File: src/tsc_pkg.sv
// tsc_pkg: offsets, field positions and reset values of the trim and spur register bank.
// assumes an APB slave with 32-bit data; each byte register takes one aligned word.
package tsc_pkg;
   // printed offsets are register indices; byte address is four times the index
   localparam logic [15:0] IDX_COARSE_SCALE = 16'h0402;
   localparam logic [15:0] IDX_COARSE_GAIN = 16'h0403;
   localparam logic [15:0] IDX_FINE_GAIN = 16'h0404;
   localparam logic [15:0] IDX_REVISION = 16'h0406;
   localparam logic [15:0] IDX_OFFSET_LO = 16'h0409;
   localparam logic [15:0] IDX_OFFSET_HI = 16'h040A;
   localparam logic [15:0] IDX_DAC_LO = 16'h040B;
   localparam logic [15:0] IDX_DAC_HI = 16'h040C;
   localparam logic [15:0] IDX_BIAS = 16'h040F;
   localparam logic [15:0] IDX_S1_CTRL = 16'h0500;
   localparam logic [15:0] IDX_S1_MAG = 16'h0501;
   localparam logic [15:0] IDX_S1_PH_LO = 16'h0503;
   localparam logic [15:0] IDX_S1_PH_HI = 16'h0504;
   localparam logic [15:0] IDX_S2_CTRL = 16'h0505;
   localparam logic [15:0] IDX_S2_MAG = 16'h0506;
   localparam logic [15:0] IDX_S2_PH_LO = 16'h0508;
   localparam logic [15:0] IDX_S2_PH_HI = 16'h0509;
   localparam int ADDR_W = 18;
   // spur control byte fields
   localparam int SP_EN_BIT = 7;
   localparam int SP_X2_BIT = 6;
   localparam int SP_HARM_MSB = 3;
   // revision field position
   localparam int REV_LSB = 6;
   // revision value is arbitrary
   localparam logic [1:0] REVISION_VALUE = 2'h2;
   localparam logic [7:0] RESET_BYTE = 8'h00;
   localparam logic [7:0] RESET_HARM = 8'h01;
endpackage

File: src/tsc_regs.sv
// tsc_regs: APB register bank for phase-detector trim, dac, bias and two spur channels.
// assumes pclk at 50 MHz; loop_closed comes from the pll core on the same clock.
//
// Design decision made here: register access over APB.
`timescale 1ns/100ps
module tsc_regs (
   input wire logic pclk,
   input wire logic presetn,
   input wire logic clk_en,
   input wire logic psel,
   input wire logic penable,
   input wire logic pwrite,
   input wire logic [31:0] paddr,
   input wire logic [31:0] pwdata,
   input wire logic [3:0] pstrb,
   output logic [31:0] prdata,
   output logic pready,
   output logic pslverr,
   input wire logic loop_closed,
   output logic [5:0] coarse_linear_gain,
   output logic [2:0] coarse_gain_scale,
   output logic [13:0] coarse_detector_gain,
   output logic [7:0] fine_detector_gain,
   output logic [13:0] phase_offset,
   output logic [9:0] dac_current,
   output logic [1:0] bias_sel,
   output logic [4:0] bias_drop_hundred_mv,
   output logic spur1_enable,
   output logic spur1_gain_x2,
   output logic [3:0] spur1_harmonic,
   output logic [7:0] spur1_magnitude,
   output logic [8:0] spur1_phase,
   output logic spur2_enable,
   output logic spur2_gain_x2,
   output logic [3:0] spur2_harmonic,
   output logic [7:0] spur2_magnitude,
   output logic [8:0] spur2_phase
);
   logic [2:0] scale_reg;
   logic [5:0] cgain_reg;
   logic [7:0] fgain_reg;
   logic [7:0] off_lo_reg;
   logic [5:0] off_hi_reg;
   logic [7:0] dac_lo_reg;
   logic [1:0] dac_hi_reg;
   logic [1:0] bias_reg;
   logic [7:0] s1_ctrl_reg;
   logic [7:0] s1_mag_reg;
   logic [7:0] s1_ph_lo_reg;
   logic s1_ph_hi_reg;
   logic [7:0] s2_ctrl_reg;
   logic [7:0] s2_mag_reg;
   logic [7:0] s2_ph_lo_reg;
   logic s2_ph_hi_reg;
   logic [13:0] off_live_reg;
   logic [9:0] dac_live_reg;
   logic [8:0] s1_ph_live_reg;
   logic [8:0] s2_ph_live_reg;
   logic [15:0] idx;
   logic hit;
   logic word_ok;
   logic wr;
   logic rd;
   logic [7:0] rbyte;
   logic [7:0] wb;

   // zero-wait slave; accesses complete in the first access cycle
   assign pready = 1'b1;
   localparam int ADDR_W_HI = tsc_pkg::ADDR_W - 1;
   assign idx = paddr[ADDR_W_HI:2];
   assign word_ok = (paddr[1:0] == 2'h0) && (paddr[31:tsc_pkg::ADDR_W] == '0);
   assign wb = pwdata[7:0];
   assign wr = clk_en && psel && penable && pwrite && word_ok && pstrb[0];
   // read data is latched in the setup cycle so it stands when pready is sampled;
   // clk_en must be high in the setup cycle for a read to return data
   assign rd = clk_en && psel && !penable && !pwrite;

   always_comb begin
      hit = word_ok;
      rbyte = 8'h00;
      if (idx == tsc_pkg::IDX_COARSE_SCALE) begin
         rbyte = {5'h00, scale_reg};
      end else if (idx == tsc_pkg::IDX_COARSE_GAIN) begin
         rbyte = {2'h0, cgain_reg};
      end else if (idx == tsc_pkg::IDX_FINE_GAIN) begin
         rbyte = fgain_reg;
      end else if (idx == tsc_pkg::IDX_REVISION) begin
         rbyte = {tsc_pkg::REVISION_VALUE, 6'h00};
      end else if (idx == tsc_pkg::IDX_OFFSET_LO) begin
         rbyte = off_lo_reg;
      end else if (idx == tsc_pkg::IDX_OFFSET_HI) begin
         rbyte = {2'h0, off_hi_reg};
      end else if (idx == tsc_pkg::IDX_DAC_LO) begin
         rbyte = dac_lo_reg;
      end else if (idx == tsc_pkg::IDX_DAC_HI) begin
         rbyte = {6'h00, dac_hi_reg};
      end else if (idx == tsc_pkg::IDX_BIAS) begin
         rbyte = {6'h00, bias_reg};
      end else if (idx == tsc_pkg::IDX_S1_CTRL) begin
         rbyte = {s1_ctrl_reg[7:6], 2'h0, s1_ctrl_reg[3:0]};
      end else if (idx == tsc_pkg::IDX_S1_MAG) begin
         rbyte = s1_mag_reg;
      end else if (idx == tsc_pkg::IDX_S1_PH_LO) begin
         rbyte = s1_ph_lo_reg;
      end else if (idx == tsc_pkg::IDX_S1_PH_HI) begin
         rbyte = {7'h00, s1_ph_hi_reg};
      end else if (idx == tsc_pkg::IDX_S2_CTRL) begin
         rbyte = {s2_ctrl_reg[7:6], 2'h0, s2_ctrl_reg[3:0]};
      end else if (idx == tsc_pkg::IDX_S2_MAG) begin
         rbyte = s2_mag_reg;
      end else if (idx == tsc_pkg::IDX_S2_PH_LO) begin
         rbyte = s2_ph_lo_reg;
      end else if (idx == tsc_pkg::IDX_S2_PH_HI) begin
         rbyte = {7'h00, s2_ph_hi_reg};
      end else begin
         hit = 1'b0;
      end
   end

   // unmapped addresses: read zero, write ignored, no error so byte maps scan cleanly
   assign pslverr = 1'b0;

   always_ff @(posedge pclk or negedge presetn) begin
      if (!presetn) begin
         prdata <= 32'h0000_0000;
      end else if (rd) begin
         prdata <= hit ? {24'h00_0000, rbyte} : 32'h0000_0000;
      end
   end

   // trim registers
   always_ff @(posedge pclk or negedge presetn) begin
      if (!presetn) begin
         scale_reg <= 3'h0;
         cgain_reg <= 6'h00;
         fgain_reg <= tsc_pkg::RESET_BYTE;
         bias_reg <= 2'h0;
      end else if (wr) begin
         if (idx == tsc_pkg::IDX_COARSE_SCALE) begin
            scale_reg <= wb[2:0];
         end else if (idx == tsc_pkg::IDX_COARSE_GAIN) begin
            cgain_reg <= wb[5:0];
         end else if (idx == tsc_pkg::IDX_FINE_GAIN) begin
            fgain_reg <= wb;
         end else if (idx == tsc_pkg::IDX_BIAS) begin
            bias_reg <= wb[1:0];
         end
      end
   end

   // split fields: low bytes are staged, the high byte write publishes the whole value
   always_ff @(posedge pclk or negedge presetn) begin
      if (!presetn) begin
         off_lo_reg <= tsc_pkg::RESET_BYTE;
         off_hi_reg <= 6'h00;
         dac_lo_reg <= tsc_pkg::RESET_BYTE;
         dac_hi_reg <= 2'h0;
         off_live_reg <= 14'h0000;
         dac_live_reg <= 10'h000;
      end else if (wr) begin
         if (idx == tsc_pkg::IDX_OFFSET_LO) begin
            off_lo_reg <= wb;
         end else if (idx == tsc_pkg::IDX_OFFSET_HI) begin
            off_hi_reg <= wb[5:0];
            off_live_reg <= {wb[5:0], off_lo_reg};
         end else if (idx == tsc_pkg::IDX_DAC_LO) begin
            dac_lo_reg <= wb;
         end else if (idx == tsc_pkg::IDX_DAC_HI) begin
            dac_hi_reg <= wb[1:0];
            dac_live_reg <= {wb[1:0], dac_lo_reg};
         end
      end
   end

   // spur channels
   always_ff @(posedge pclk or negedge presetn) begin
      if (!presetn) begin
         s1_ctrl_reg <= tsc_pkg::RESET_HARM;
         s1_mag_reg <= tsc_pkg::RESET_BYTE;
         s1_ph_lo_reg <= tsc_pkg::RESET_BYTE;
         s1_ph_hi_reg <= 1'b0;
         s1_ph_live_reg <= 9'h000;
         s2_ctrl_reg <= tsc_pkg::RESET_HARM;
         s2_mag_reg <= tsc_pkg::RESET_BYTE;
         s2_ph_lo_reg <= tsc_pkg::RESET_BYTE;
         s2_ph_hi_reg <= 1'b0;
         s2_ph_live_reg <= 9'h000;
      end else if (wr) begin
         if (idx == tsc_pkg::IDX_S1_CTRL) begin
            s1_ctrl_reg <= {wb[7:6], 2'h0, wb[3:0]};
         end else if (idx == tsc_pkg::IDX_S1_MAG) begin
            s1_mag_reg <= wb;
         end else if (idx == tsc_pkg::IDX_S1_PH_LO) begin
            s1_ph_lo_reg <= wb;
         end else if (idx == tsc_pkg::IDX_S1_PH_HI) begin
            s1_ph_hi_reg <= wb[0];
            s1_ph_live_reg <= {wb[0], s1_ph_lo_reg};
         end else if (idx == tsc_pkg::IDX_S2_CTRL) begin
            s2_ctrl_reg <= {wb[7:6], 2'h0, wb[3:0]};
         end else if (idx == tsc_pkg::IDX_S2_MAG) begin
            s2_mag_reg <= wb;
         end else if (idx == tsc_pkg::IDX_S2_PH_LO) begin
            s2_ph_lo_reg <= wb;
         end else if (idx == tsc_pkg::IDX_S2_PH_HI) begin
            s2_ph_hi_reg <= wb[0];
            s2_ph_live_reg <= {wb[0], s2_ph_lo_reg};
         end
      end
   end

   assign coarse_linear_gain = cgain_reg;
   assign coarse_gain_scale = scale_reg;
   // linear gain shifted by the power-of-two scale, widest case 63 << 7
   assign coarse_detector_gain = {8'h00, cgain_reg} << scale_reg;
   assign fine_detector_gain = fgain_reg;
   // open loop gets zero offset, so the pll never sees a stale trim
   assign phase_offset = loop_closed ? off_live_reg : 14'h0000;
   assign dac_current = dac_live_reg;
   assign bias_sel = bias_reg;

   // supply drop in 100 mV steps; the 1.6 V setting needs a fifth bit
   always_comb begin
      case (bias_reg)
         2'h0: bias_drop_hundred_mv = 5'h08;
         2'h1: bias_drop_hundred_mv = 5'h04;
         2'h2: bias_drop_hundred_mv = 5'h10;
         default: bias_drop_hundred_mv = 5'h0C;
      endcase
   end

   assign spur1_enable = s1_ctrl_reg[tsc_pkg::SP_EN_BIT];
   assign spur1_gain_x2 = s1_ctrl_reg[tsc_pkg::SP_X2_BIT];
   // zero is outside 1..15; clamp to the fundamental
   assign spur1_harmonic = (s1_ctrl_reg[3:0] == 4'h0) ? 4'h1 : s1_ctrl_reg[3:0];
   assign spur1_magnitude = s1_mag_reg;
   assign spur1_phase = s1_ph_live_reg;
   assign spur2_enable = s2_ctrl_reg[tsc_pkg::SP_EN_BIT];
   assign spur2_gain_x2 = s2_ctrl_reg[tsc_pkg::SP_X2_BIT];
   assign spur2_harmonic = (s2_ctrl_reg[3:0] == 4'h0) ? 4'h1 : s2_ctrl_reg[3:0];
   assign spur2_magnitude = s2_mag_reg;
   assign spur2_phase = s2_ph_live_reg;

   // bus side: read data must not move under the master while it samples
   rd_hold_a: assert property (@(posedge pclk) disable iff (!presetn)
      psel && penable && !pwrite |=> $stable(prdata))
      else $error("read data moved in access phase");
   clk_freeze_a: assert property (@(posedge pclk) disable iff (!presetn)
      !clk_en |=> $stable(prdata) && $stable(fgain_reg) && $stable(s1_ctrl_reg)
      && $stable(off_live_reg) && $stable(dac_live_reg))
      else $error("state moved while frozen");
   // trim, bias, revision and unmapped addresses
   coarse_lin_a: assert property (@(posedge pclk) disable iff (!presetn)
      wr && idx == tsc_pkg::IDX_COARSE_GAIN |=> coarse_linear_gain == $past(wb[5:0]))
      else $error("coarse linear gain not taken");
   coarse_scale_a: assert property (@(posedge pclk) disable iff (!presetn)
      wr && idx == tsc_pkg::IDX_COARSE_SCALE |=> coarse_gain_scale == $past(wb[2:0]))
      else $error("coarse scale not taken");
   coarse_gain_a: assert property (@(posedge pclk) disable iff (!presetn)
      scale_reg == 3'h0 |-> coarse_detector_gain == {8'h00, cgain_reg})
      else $error("coarse gain wrong");
   fine_gain_a: assert property (@(posedge pclk) disable iff (!presetn)
      wr && idx == tsc_pkg::IDX_FINE_GAIN |=> fine_detector_gain == $past(wb))
      else $error("fine gain not taken");
   bias_dec_a: assert property (@(posedge pclk) disable iff (!presetn)
      bias_drop_hundred_mv == (bias_reg == 2'h0 ? 5'h08 : bias_reg == 2'h1 ? 5'h04 :
      bias_reg == 2'h2 ? 5'h10 : 5'h0C)) else $error("bias decode wrong");
   bias_rsv_a: assert property (@(posedge pclk) disable iff (!presetn)
      rd && idx == tsc_pkg::IDX_BIAS |=> prdata[31:2] == 30'h0000_0000)
      else $error("reserved bias bits read back");
   rev_read_a: assert property (@(posedge pclk) disable iff (!presetn)
      rd && idx == tsc_pkg::IDX_REVISION && word_ok |=>
      prdata == {24'h00_0000, tsc_pkg::REVISION_VALUE, 6'h00})
      else $error("revision read wrong");
   unmapped_a: assert property (@(posedge pclk) disable iff (!presetn)
      rd && !hit |=> prdata == 32'h0000_0000) else $error("unmapped read not zero");
   ignore_wr_a: assert property (@(posedge pclk) disable iff (!presetn)
      wr && !hit |=> $stable(cgain_reg) && $stable(fgain_reg) && $stable(s1_ctrl_reg)
      && $stable(s2_ctrl_reg) && $stable(off_lo_reg) && $stable(bias_reg))
      else $error("unmapped write landed");
   // split fields publish on the high byte
   offset_open_a: assert property (@(posedge pclk) disable iff (!presetn)
      !loop_closed |-> phase_offset == 14'h0000) else $error("offset leaks while open");
   offset_pub_a: assert property (@(posedge pclk) disable iff (!presetn)
      wr && idx == tsc_pkg::IDX_OFFSET_HI |=> off_live_reg == {off_hi_reg, off_lo_reg})
      else $error("offset not published");
   offset_hold_a: assert property (@(posedge pclk) disable iff (!presetn)
      wr && idx == tsc_pkg::IDX_OFFSET_LO |=> $stable(off_live_reg))
      else $error("offset changed on low byte");
   dac_pub_a: assert property (@(posedge pclk) disable iff (!presetn)
      wr && idx == tsc_pkg::IDX_DAC_HI |=> dac_current == {dac_hi_reg, dac_lo_reg})
      else $error("dac code not published");
   dac_hold_a: assert property (@(posedge pclk) disable iff (!presetn)
      wr && idx == tsc_pkg::IDX_DAC_LO |=> $stable(dac_current))
      else $error("dac code moved on low byte");
   // spur channels
   spur_en_a: assert property (@(posedge pclk) disable iff (!presetn)
      wr && idx == tsc_pkg::IDX_S1_CTRL |=> spur1_enable == $past(wb[7]))
      else $error("spur one enable wrong");
   spur_x2_a: assert property (@(posedge pclk) disable iff (!presetn)
      wr && idx == tsc_pkg::IDX_S1_CTRL |=> spur1_gain_x2 == $past(wb[6]))
      else $error("spur one doubling wrong");
   spur2_ctl_a: assert property (@(posedge pclk) disable iff (!presetn)
      wr && idx == tsc_pkg::IDX_S2_CTRL |=>
      spur2_enable == $past(wb[7]) && spur2_gain_x2 == $past(wb[6]))
      else $error("spur two control wrong");
   spur_rsv_a: assert property (@(posedge pclk) disable iff (!presetn)
      s1_ctrl_reg[5:4] == 2'h0 && s2_ctrl_reg[5:4] == 2'h0)
      else $error("reserved spur bits set");
   harm_range_a: assert property (@(posedge pclk) disable iff (!presetn)
      spur1_harmonic != 4'h0 && spur2_harmonic != 4'h0) else $error("harmonic zero");
   harm1_pass_a: assert property (@(posedge pclk) disable iff (!presetn)
      s1_ctrl_reg[3:0] != 4'h0 |-> spur1_harmonic == s1_ctrl_reg[3:0])
      else $error("spur one harmonic altered");
   harm2_pass_a: assert property (@(posedge pclk) disable iff (!presetn)
      s2_ctrl_reg[3:0] != 4'h0 |-> spur2_harmonic == s2_ctrl_reg[3:0])
      else $error("spur two harmonic altered");
   spur1_mag_a: assert property (@(posedge pclk) disable iff (!presetn)
      wr && idx == tsc_pkg::IDX_S1_MAG |=> spur1_magnitude == $past(wb))
      else $error("spur one magnitude not taken");
   spur2_mag_a: assert property (@(posedge pclk) disable iff (!presetn)
      wr && idx == tsc_pkg::IDX_S2_MAG |=> spur2_magnitude == $past(wb))
      else $error("spur two magnitude not taken");
   spur1_phase_a: assert property (@(posedge pclk) disable iff (!presetn)
      wr && idx == tsc_pkg::IDX_S1_PH_HI |=> spur1_phase == {$past(wb[0]), s1_ph_lo_reg})
      else $error("spur one phase not published");
   spur1_hold_a: assert property (@(posedge pclk) disable iff (!presetn)
      wr && idx == tsc_pkg::IDX_S1_PH_LO |=> $stable(spur1_phase))
      else $error("spur one phase moved on low byte");
   spur2_phase_a: assert property (@(posedge pclk) disable iff (!presetn)
      wr && idx == tsc_pkg::IDX_S2_PH_HI |=> spur2_phase == {$past(wb[0]), s2_ph_lo_reg})
      else $error("spur two phase not published");
endmodule

File: config.mk
export PLATFORM = sky130hd
export DESIGN_NAME = tsc_regs
export DESIGN_NICKNAME = d
export VERILOG_FILES = /design/src/tsc_pkg.sv /design/src/tsc_regs.sv
export SDC_FILE = /design/constraint.sdc
export NUM_CORES = 1
export LEC_CHECK = 0
export ABC_AREA = 1
export BUFFER_PORTS_ARGS = -buffer_cell sky130_fd_sc_hd__buf_2
export CELL_PAD_IN_SITES_DETAIL_PLACEMENT = 0
export CELL_PAD_IN_SITES_GLOBAL_PLACEMENT = 1
export CORE_UTILIZATION = 40
export CTS_CLUSTER_DIAMETER = 60
export DETAILED_ROUTE_END_ITERATION = 8
export PLACE_DENSITY = 0.91
export SYNTH_ARGS = -nofsm -noshare
export SYNTH_HDL_FRONTEND = slang
export SYNTH_SLANG_ARGS = --single-unit
File: constraint.sdc
create_clock -name pclk -period 2.65 [get_ports pclk]
set_input_delay 0.265 -clock pclk [delete_from_list [all_inputs] [get_ports pclk]]
set_output_delay 0.265 -clock pclk [all_outputs]
set_load 0.005 [all_outputs]
* Word level (Yosys, flattened, before mapping) *
Cells that the tools add are included.

word-level totals
  logic and storage cells = 124
  output and inout bits = 142
  register bits = 163

operators by class
  equal/unequal tests = 19
  bitwise gates (word level) = 13
  shifts and indexed selects = 1
  mux-type cells = 39
  reduce and logical (&&, ||, !) cells = 31

operator list
  kind                  count
  $eq 16x11->1 const B  17
  $mux 8                17
  $mux 1                18
  $pmux 5 s3            1
  $reduce_and 5->1      3
  $logic_not 14->1      1
  $mux 14               1
  $shl 6x3->14          1
  $not 1->1             13
  $reduce_and 4->1      3
  $reduce_and 3->1      3
  $reduce_and 9->1      1
  $logic_and 1x1->1     8
  $logic_not 4->1       2
  $mux 4                2
  $reduce_and 8->1      1
  $reduce_and 7->1      1
  $reduce_and 2->1      3
  $reduce_and 6->1      1
  $logic_not 2->1       2
  $eq 2x1->1 const B    1
  $eq 2x2->1 const B    1
  $logic_not 1->1       2

* Logic depth before layout (Yosys ltp) *
Gate-level depths: netlist of the first run.

  depth after elaboration = 20
  depth in mapped cells = 19
  gate-level depth less buffers = 19

* Worst setup path after synthesis of the first run *
OpenSTA, ideal clock, no wires.

  path kind = input to register
  from = in paddr[17]
  to = reg s1_ph_live_reg[1], in the netlist spur1_phase[1]
  arrival time = 1.710 ns
  required time = 2.523 ns
  cell stages on the path = 11
  path slack = 0.813 ns
  cells stage by stage = nor2_1 -> nand2_1 -> nor2_4 -> nand3_2 -> nand2_2 -> nor2_1 -> nand2_1 -> inv_2 -> nand2_1 -> buf_4 -> mux2_1

between the ends
  longest elaborated chain between the ends = 3
  elaborated cells between the ends (all ways) = 8
  classes of those cells = eq/ne (4); bitwise (3); reduce/logical (1)

RTL lines
  item                                    line                                               text
  start: declaration                      tsc_regs.sv:13                                     input wire logic [31:0] paddr,
  $eq 16x11->1, on equally long branches  tsc_regs.sv:193, tsc_regs.sv:189, tsc_regs.sv:191
  $not 1->1 (no source line)              --
  $reduce_and 5->1 (no source line) *     --
  end signal: assignment                  tsc_regs.sv:197                                    s1_ph_live_reg <= {wb[0], s1_ph_lo_reg};
  end: declaration                        tsc_regs.sv:57                                     logic [8:0] s1_ph_live_reg;

Mark *: on every way between the ends. The rest lies on a longest branch, timed or not.
A chain may end at the register's enable or synchronous reset.

* Worst setup path after layout of the first run *
  from = reg scale_reg[0], in the netlist coarse_gain_scale[0]
  to = out coarse_detector_gain[7]

between the ends
  longest elaborated chain between the ends = 1

RTL lines
  item                      line             text
  start: declaration        tsc_regs.sv:39   logic [2:0] scale_reg;
  start signal: assignment  tsc_regs.sv:140  scale_reg <= wb[2:0];
  $shl 6x3->14              tsc_regs.sv:214  assign coarse_detector_gain = {8'h00, cgain_reg} << scale_reg;
  end: declaration          tsc_regs.sv:22   output logic [13:0] coarse_detector_gain,

No other way between the ends.

==> results of run 1 <==
[final cells by class]
class	count	share of cell area, %
flip-flops and latches	129	39.3
multi-input cells	584	34.9
repair buffers	173	11.1
clock buffers	27	6.24
inverters	95	4.34
well taps	220	3.35
clock inverters	5	0.670
[cell usage after synthesis (2+ instances only)]
library cell / number
a211oi_1: 3
a21oi_1: 13
a31oi_1: 3
and2_1: 2
buf_2: 4
buf_4: 34
clkbuf_1: 25
conb_1: 2
dfrtp_1: 127
dfstp_2: 2
ha_1: 3
inv_1: 81
inv_2: 13
mux2_1: 6
mux2_2: 9
nand2_1: 249
nand2_2: 4
nand3_1: 18
nand3_2: 5
nand4_1: 15
nor2_1: 36
nor2_2: 8
nor2_4: 4
nor3_1: 8
nor3_4: 2
nor4_1: 10
o2111ai_1: 3
o211ai_1: 6
o21ai_0: 115
o21ai_1: 15
o221a_2: 2
o221ai_1: 2
o22ai_1: 3
or2_2: 2
[tightest hold or removal path: cells and delay by family]
kind,cells,cell delay [ns]
compound gates,1,0.07
buf+inv,1,0.10
simple gates,2,0.24
[power by group through the flow]
stage	clock (mW)	sequential (mW)	combinational (mW)
after global routing	2.35	1.97	0.186
after detailed placement	0	2.01	0.165
after CTS	2.25	1.97	0.167
after floorplan	0	2.01	0.0846
after global placement	0	2.01	0.163
final	2.23	1.97	0.165
[worst max path at each step]
stage                                     startpoint                    endpoint  cells past startpoint
finish              coarse_gain_scale[0]$_DFFE_PN0P_     coarse_detector_gain[7]                      4
global route        coarse_gain_scale[0]$_DFFE_PN0P_     coarse_detector_gain[7]                      4
CTS                 coarse_gain_scale[0]$_DFFE_PN0P_     coarse_detector_gain[7]                      4
detailed placement                         paddr[17]  spur1_phase[0]$_DFFE_PN0P_                     11
global placement                           paddr[17]  spur1_phase[0]$_DFFE_PN0P_                     11
floorplan                                  paddr[17]  spur1_phase[1]$_DFFE_PN0P_                     11
[placed cells by master (no fill, tap or decap), types with 3 or more instances in the layout]
| master | instances |
|---|---|
| nor2_2 | 8 |
| a31oi_1 | 3 |
| o21ai_0 | 115 |
| nor3_1 | 8 |
| a21oi_1 | 13 |
| nor2_4 | 4 |
| dfrtp_1 | 127 |
| o21ai_1 | 15 |
| conb_1 | 29 |
| inv_1 | 81 |
| nand2_2 | 4 |
| clkbuf_1 | 5 |
| clkbuf_16 | 17 |
| nand4_1 | 15 |
| o211ai_1 | 6 |
| clkbuf_8 | 5 |
| ha_1 | 3 |
| nand3_1 | 18 |
| a211oi_1 | 3 |
| mux2_2 | 9 |
| buf_4 | 12 |
| buf_2 | 159 |
| nand3_2 | 5 |
| mux2_1 | 6 |
| nor2_1 | 36 |
| inv_2 | 13 |
| nand2_1 | 249 |
| o22ai_1 | 3 |
| nor4_1 | 10 |
| o2111ai_1 | 3 |
[routing by layer]
layer | track usage [%] | wire length, µm
met1 | 32.6 | 9110
met2 | 34.9 | 8640
met3 | 5.79 | 1290
met4 | 7.04 | 303
met5 | 0 | 8
[through the flow]
stage	instance area (µm²)	hold slack, ns	util [%]
2_1_floorplan	6830	-0.0306	-
3_3_place_gp	7640	0.239	46.2
3_5_place_dp	7640	0.248	46.2
4_1_cts	8220	0.288	49.7
5_1_grt	8220	0.326	49.7
6_report	8220	0.305	49.7
[cell families after synthesis]
kind of cell / count (synthesis)
other cells: 2
fa+ha+maj: 3
mux: 16
simple gates: 367
buf+inv: 158
flops: 129
compound gates: 169
==> impl_metrics.toml, run 1 <==
[run_status]
status = "complete, but fails checks"
violations = "design-rule violations"

[route]
dr.pass1.iters = 7
viasPerCell = 4.99
drt.antenna.violating_nets = 0
vias = 6157
drt_iter0_markers = 497
drc_errors = 2
avgRoutedWirePerCell_um = 15.7
routed_wl_um = 19300

[global_routing]
track_usage_pct = 23.2
first_global_vias = 5713
grt_max_degree = 67
overflow = 0
grt_pass1_wl_um = 30900
grt_antenna_before_repair = 1

[place]
dp_slack_ns = 0.218
place_inst = 1200
placement.io_buffers = 160
post-dp-hpwl_um = 14400
place_congestion = 0.922

[synthesis]
yosysSeqAreaShare_pct = 48.0
async_reset_ff_share_pct = 100
yosys_warnings = 0
netlist.area_leader.share_pct = 47.3
synth_top_family_by_area = "simple AND/OR/NAND/NOR gates"
synth_area_leader_cell = "dfrtp_1"
synth.area.top_cells = "dfrtp_1 47%, nand2_1 14%, o21ai_0 8.6%, inv_1 4.5%, buf_4 3.8%"
synthAdderAreaFrac_pct = 0.558
synth-edff-count = 0
synth_cell_type_count = 44
synth_seq_cells = 129
synth_mux_area_share_pct = 2.66
syn_area_um2 = 6720
synth.avg_cell_area_um2 = 7.97
synth_xor_area_share_pct = 0
synth_cells = 844
synthSimpleGateAreaFrac_pct = 24.1
synth_compound_area_share_pct = 13.7
synth_ff_type = "dfrtp_1"

[critical_path]
worstPathRequired_ns = 2.38
worstPathArrival_ns = 1.80
r2r_setup_slack_ns = 1.09
cp_slowest_stage_delay_ns = 0.54
reg2regPathDepth = 8
start_kind = "register"
cp_cell_sequence = "o21ai_0 -> o21ai_0 -> o21ai_0 -> buf_2"
crit_top_cell = "o21ai_0"
critPathKind = "register to primary output"
slowest_stage = "dfrtp_1"
worstPathMaxFanout = 16
reg2reg_to = "prdata[6]$_DFFE_PN0P_"
worst-path-buf-inv = 1
timing.rr.start = "spur2_magnitude[6]$_DFFE_PN0P_"
path_delay_family = "compound AO/OA/AOI/OAI gates"
crit_path_end_kind = "primary output"

[clocking]
cts_buffers = 17
cts_hold_buf = 1
cts_setup_buffers = 0
clk_pin_slew_ns = 0.05
cts_tree = "done"
cts_resized = 0
ctsRootBufferMaster = "clkbuf_16"
clock_latency_ns = 0.42
clk_path_buf_depth = 2
cts_sinks = 129
h-tree-depth = 4

[floorplan]
fp.dieW_um = 132
die_y_um = 132
num_rows = 47
start_util_pct = 40.7
die-area_um2 = 17300
coreArea_um2 = 16500
io_pins = 217

[timing]
layout_setup_ws_ns = 0.581
slew_headroom_pct = 50.1
fin_crit_ns = 2.07
maxSlewViolCount = 0
skew_ns = 0.00677
rsz0062_at_grt = "no"
final_hold_viol_count = 0
setup_violations = 0
fin_tns_setup_ns = 0
fin_crit_sh_pct = 78.1
max_freq_ghz = 0.483
worst_pin_slew_ns = 0.748

[job]
timing.max_cap.violations = 0

[finish]
multi_input_area_um2 = 2870
diodes = 0
seq_area_um2 = 3230
syn2layout_area_growth_pct = 22.2
fill_cells = 1660
nNetsFinal = 1078
fin_cells = 1233
drive_above_1_share_pct = 24.9

[pwr]
p_int_mw = 3.42
clockPowerShare_pct = 51.1
p_sw_share_pct = 21.6
power_leakage_nw = 4.38
ir_drop_v = 0.000489
seqPwrFrac_pct = 45.2
combinationalPowerShare_pct = 3.8
p_per_area_nw_per_um2 = 531
netSwitchingPower_mw = 0.943
power.total_mw = 4.37

[worst_hold_path]
min_to = "prdata[4]$_DFFE_PN0P_"
min_from = "penable"
whs_path_depth = 4
worstHoldPathType = "primary input to register"
(Power assumes the default switching activity.)
==> run 2, diff against run 1 <==
--- a/config.mk
+++ b/config.mk
@@ -5,14 +5,14 @@
 export SDC_FILE = /design/constraint.sdc
 export NUM_CORES = 1
 export LEC_CHECK = 0
-export ABC_AREA = 1
+export ABC_AREA = 0
 export BUFFER_PORTS_ARGS = -buffer_cell sky130_fd_sc_hd__buf_2
 export CELL_PAD_IN_SITES_DETAIL_PLACEMENT = 0
 export CELL_PAD_IN_SITES_GLOBAL_PLACEMENT = 1
-export CORE_UTILIZATION = 40
+export CORE_UTILIZATION = 36
 export CTS_CLUSTER_DIAMETER = 60
 export DETAILED_ROUTE_END_ITERATION = 8
-export PLACE_DENSITY = 0.91
+export PLACE_DENSITY = 0.82
 export SYNTH_ARGS = -nofsm -noshare
 export SYNTH_HDL_FRONTEND = slang
 export SYNTH_SLANG_ARGS = --single-unit
==> constraint.sdc (replaced) <==
create_clock -name pclk -period 1.8 [get_ports pclk]
set_input_delay 0.18 -clock pclk [delete_from_list [all_inputs] [get_ports pclk]]
set_output_delay 0.18 -clock pclk [all_outputs]
set_load 0.005 [all_outputs]
==> impl_metrics.toml, run 2 <==
[route]
drt_iter0_markers = 348
drt.antenna.violating_nets = 0
viasPerCell = 5.32
drc_errors = 0
top_layer = "met5"
dr.pass1.iters = 6
avgRoutedWirePerCell_um = 19.8
wl_met2_um = 10700
wl_met3_um = 1350
routed_wl_um = 22400
drt-met1-wl_um = 9800
vias = 6025

[clocking]
clk_path_buf_depth = 2
h-tree-depth = 4
clk_pin_slew_ns = 0.06
clock_latency_ns = 0.43
cts_tree = "done"
ctsRootBufferMaster = "clkbuf_16"
cts_buffers = 17
cts_sinks = 129

[timing]
max_freq_ghz = 0.463
setup_violations = 119
fin_crit_sh_pct = 120
rsz0062_at_grt = "yes"
final_hold_viol_count = 0
maxSlewViolCount = 0
skew_ns = 0.00469
fin_crit_ns = 2.16
layout_setup_ws_ns = -0.362

[synthesis]
synth_cell_type_count = 65
synth.area.top_cells = "dfrtp_1 47%, mux2_2 18%, buf_4 3.5%, nand2_1 2.9%, and2_1 1.6%"
synth_cells = 612
yosysSeqAreaShare_pct = 47.5
async_reset_ff_share_pct = 100
yosys-top-cells-count = "127 x dfrtp_1, 111 x mux2_2, 53 x nand2_1, 32 x buf_4, 25 x clkbuf_1"
synth_ff_type = "dfrtp_1"
synth-edff-count = 0
synth_area_leader_cell = "dfrtp_1"
synth.avg_cell_area_um2 = 11.1
netlist.area_leader.share_pct = 46.7
post-synth-top-count-cell = "dfrtp_1"
synth_seq_cells = 129
syn_area_um2 = 6800
yosys_warnings = 0

[pwr]
seqPwrFrac_pct = 41.8
p_int_mw = 5.43
power_leakage_nw = 5.18
combinationalPowerShare_pct = 5.9
power.total_mw = 6.94
clockPowerShare_pct = 52.3
p_sw_share_pct = 21.7
p_per_area_nw_per_um2 = 680
ir_drop_v = 0.000618
netSwitchingPower_mw = 1.51

[global_routing]
first_global_vias = 6073
grt_antenna_before_repair = 2
track_usage_pct = 23.7
overflow = 0
grt_pass1_wl_um = 34800
grt_max_degree = 44

[floorplan]
fp.dieW_um = 139
num_rows = 49
start_util_pct = 37.2
io_pins = 217
die-area_um2 = 19500
coreArea_um2 = 18300
die_y_um = 139

[critical_path]
crit_path_end_kind = "register"
start_kind = "primary input"
r2r_setup_slack_ns = 0.23
timing.rr.start = "s2_ctrl_reg[0]$_DFFE_PN1P_"
critPathKind = "primary input to register"
worstPathArrival_ns = 2.47
worstPathMaxFanout = 8
worstPathRequired_ns = 2.11
reg2regPathDepth = 4
reg2reg_to = "prdata[0]$_DFFE_PN0P_"

[place]
placement.io_buffers = 160
post-dp-hpwl_um = 16400
placed_area_um2 = 8880
place_congestion = 0.883
dp_slack_ns = -0.729

[job]
timing.max_cap.violations = 0

[finish]
drive_above_1_share_pct = 58.7
fill_cells = 1546
nNetsFinal = 968
seq_area_um2 = 3240
multi_input_area_um2 = 3890
final_cell_area_um2 = 10200
layout_common_cells = "151 x buf_2, 122 x dfrtp_1, 102 x buf_4"
layout_commonest_cell = "buf_2"
syn2layout_area_growth_pct = 50.0

[worst_hold_path]
worstHoldPathType = "primary input to register"
min_to = "s2_ctrl_reg[3]$_DFFE_PN0P_"
min_from = "pwdata[3]"
whs_path_depth = 3

[run_status]
status = "complete, but fails checks"
violations = "negative setup slack"
run 2: cell count changes in the layout (fill, tap and decap cells not counted), sizes merged, moves of 13 or more:
| cell | previous run | this run |
|---|---|---|
| inv | 94 | 12 |
| nor2 | 48 | 26 |
| nor3 | 11 | 24 |
| and2 | 2 | 17 |
| nand2 | 253 | 54 |
| o21ai | 130 | 16 |
| buf | 172 | 295 |
| mux2 | 15 | 120 |
run 2: cells by family (layout without fill, tap and decap cells):
group | after synthesis | after routing | synth area share (%)
AOI/OAI and AO/OA | 90 | 90 | 9.42
adders and majority gates | 3 | 3 | 0.552
buffers and inverters | 77 | 340 | 6.36
DFF | 129 | 129 | 47.5
muxes | 127 | 127 | 20.9
other | 2 | 30 | 0.110
and+or+nand+nor | 184 | 185 | 15.2
run 2: final cells by class:
cell class / count / share of cell area, %
multi-input cells: 434 / 38.1
inverters: 12 / 0.441
repair buffers: 296 / 20.8
clock buffers: 21 / 4.51
diodes: 1 / 0.0245
well taps: 229 / 2.81
flip-flops and latches: 129 / 31.7
clock inverters: 11 / 1.57
run 2: worst max-delay path by stage:
stage / cells after the start / endpoint / startpoint / slack, ns
floorplan: 9 / off_live_reg[0]$_DFFE_PN0P_ / paddr[7] / -0.66
global placement: 7 / off_hi_reg[5]$_DFFE_PN0P_ / paddr[16] / -0.70
detailed placement: 7 / dac_current[5]$_DFFE_PN0P_ / paddr[16] / -0.73
global route: 9 / dac_lo_reg[6]$_DFFE_PN0P_ / paddr[11] / -0.38
finish: 9 / dac_lo_reg[6]$_DFFE_PN0P_ / paddr[11] / -0.36
CTS: 11 / prdata[7]$_DFFE_PN0P_ / paddr[8] / -0.26
run 2: layer usage:
layer / vias up / track usage [%]
met3: 36 / 4.58
met4: 2 / 8.30
met1: 3007 / 31.4
met2: 243 / 38.6
li1: 2737 / -
met5: - / 0
run 2: power groups by stage:
stage / Clock (mW) / Combinational (mW) / Sequential, mW
5_1_grt: 3.79 / 0.447 / 2.90
4_1_cts: 3.66 / 0.393 / 2.90
6_report: 3.63 / 0.408 / 2.90
3_5_place_dp: 0 / 0.375 / 2.95
3_3_place_gp: 0 / 0.371 / 2.95
2_1_floorplan: 0 / 0.164 / 2.95
run 2: per-stage QoR:
stage / util, % / instances / hold slack, ns / setup TNS [ns]
after floorplan: - / 639 / -0.116 / -48.02
after global placement: 48.6 / 1077 / 0.165 / -71.36
after detailed placement: 48.6 / 1077 / 0.179 / -73.46
after CTS: 54.6 / 1127 / 0.100 / -13.16
after global routing: 55.9 / 1132 / 0.137 / -27.50
final: 55.9 / 1133 / 0.120 / -20.58
run 2: timing repair:
item                                    in CTS  in global routing
hold buffers                                 1                  0
hold endpoints to repair                    32                  0
gates cloned                                 2                  0
gates resized for setup                     73                 47
setup buffers                               17                  8
pin swaps                                   19                 29
endpoints found under the setup margin     125                129
run 2: worst max-delay path, cell delays in order:
cell and delay (ns):
buf_6 0.09, or4b_4 0.55, or4_4 0.64, buf_6 0.17, nor3_4 0.20, buf_6 0.14, nor3_4 0.04, buf_12 0.14
mux2_4 0.30
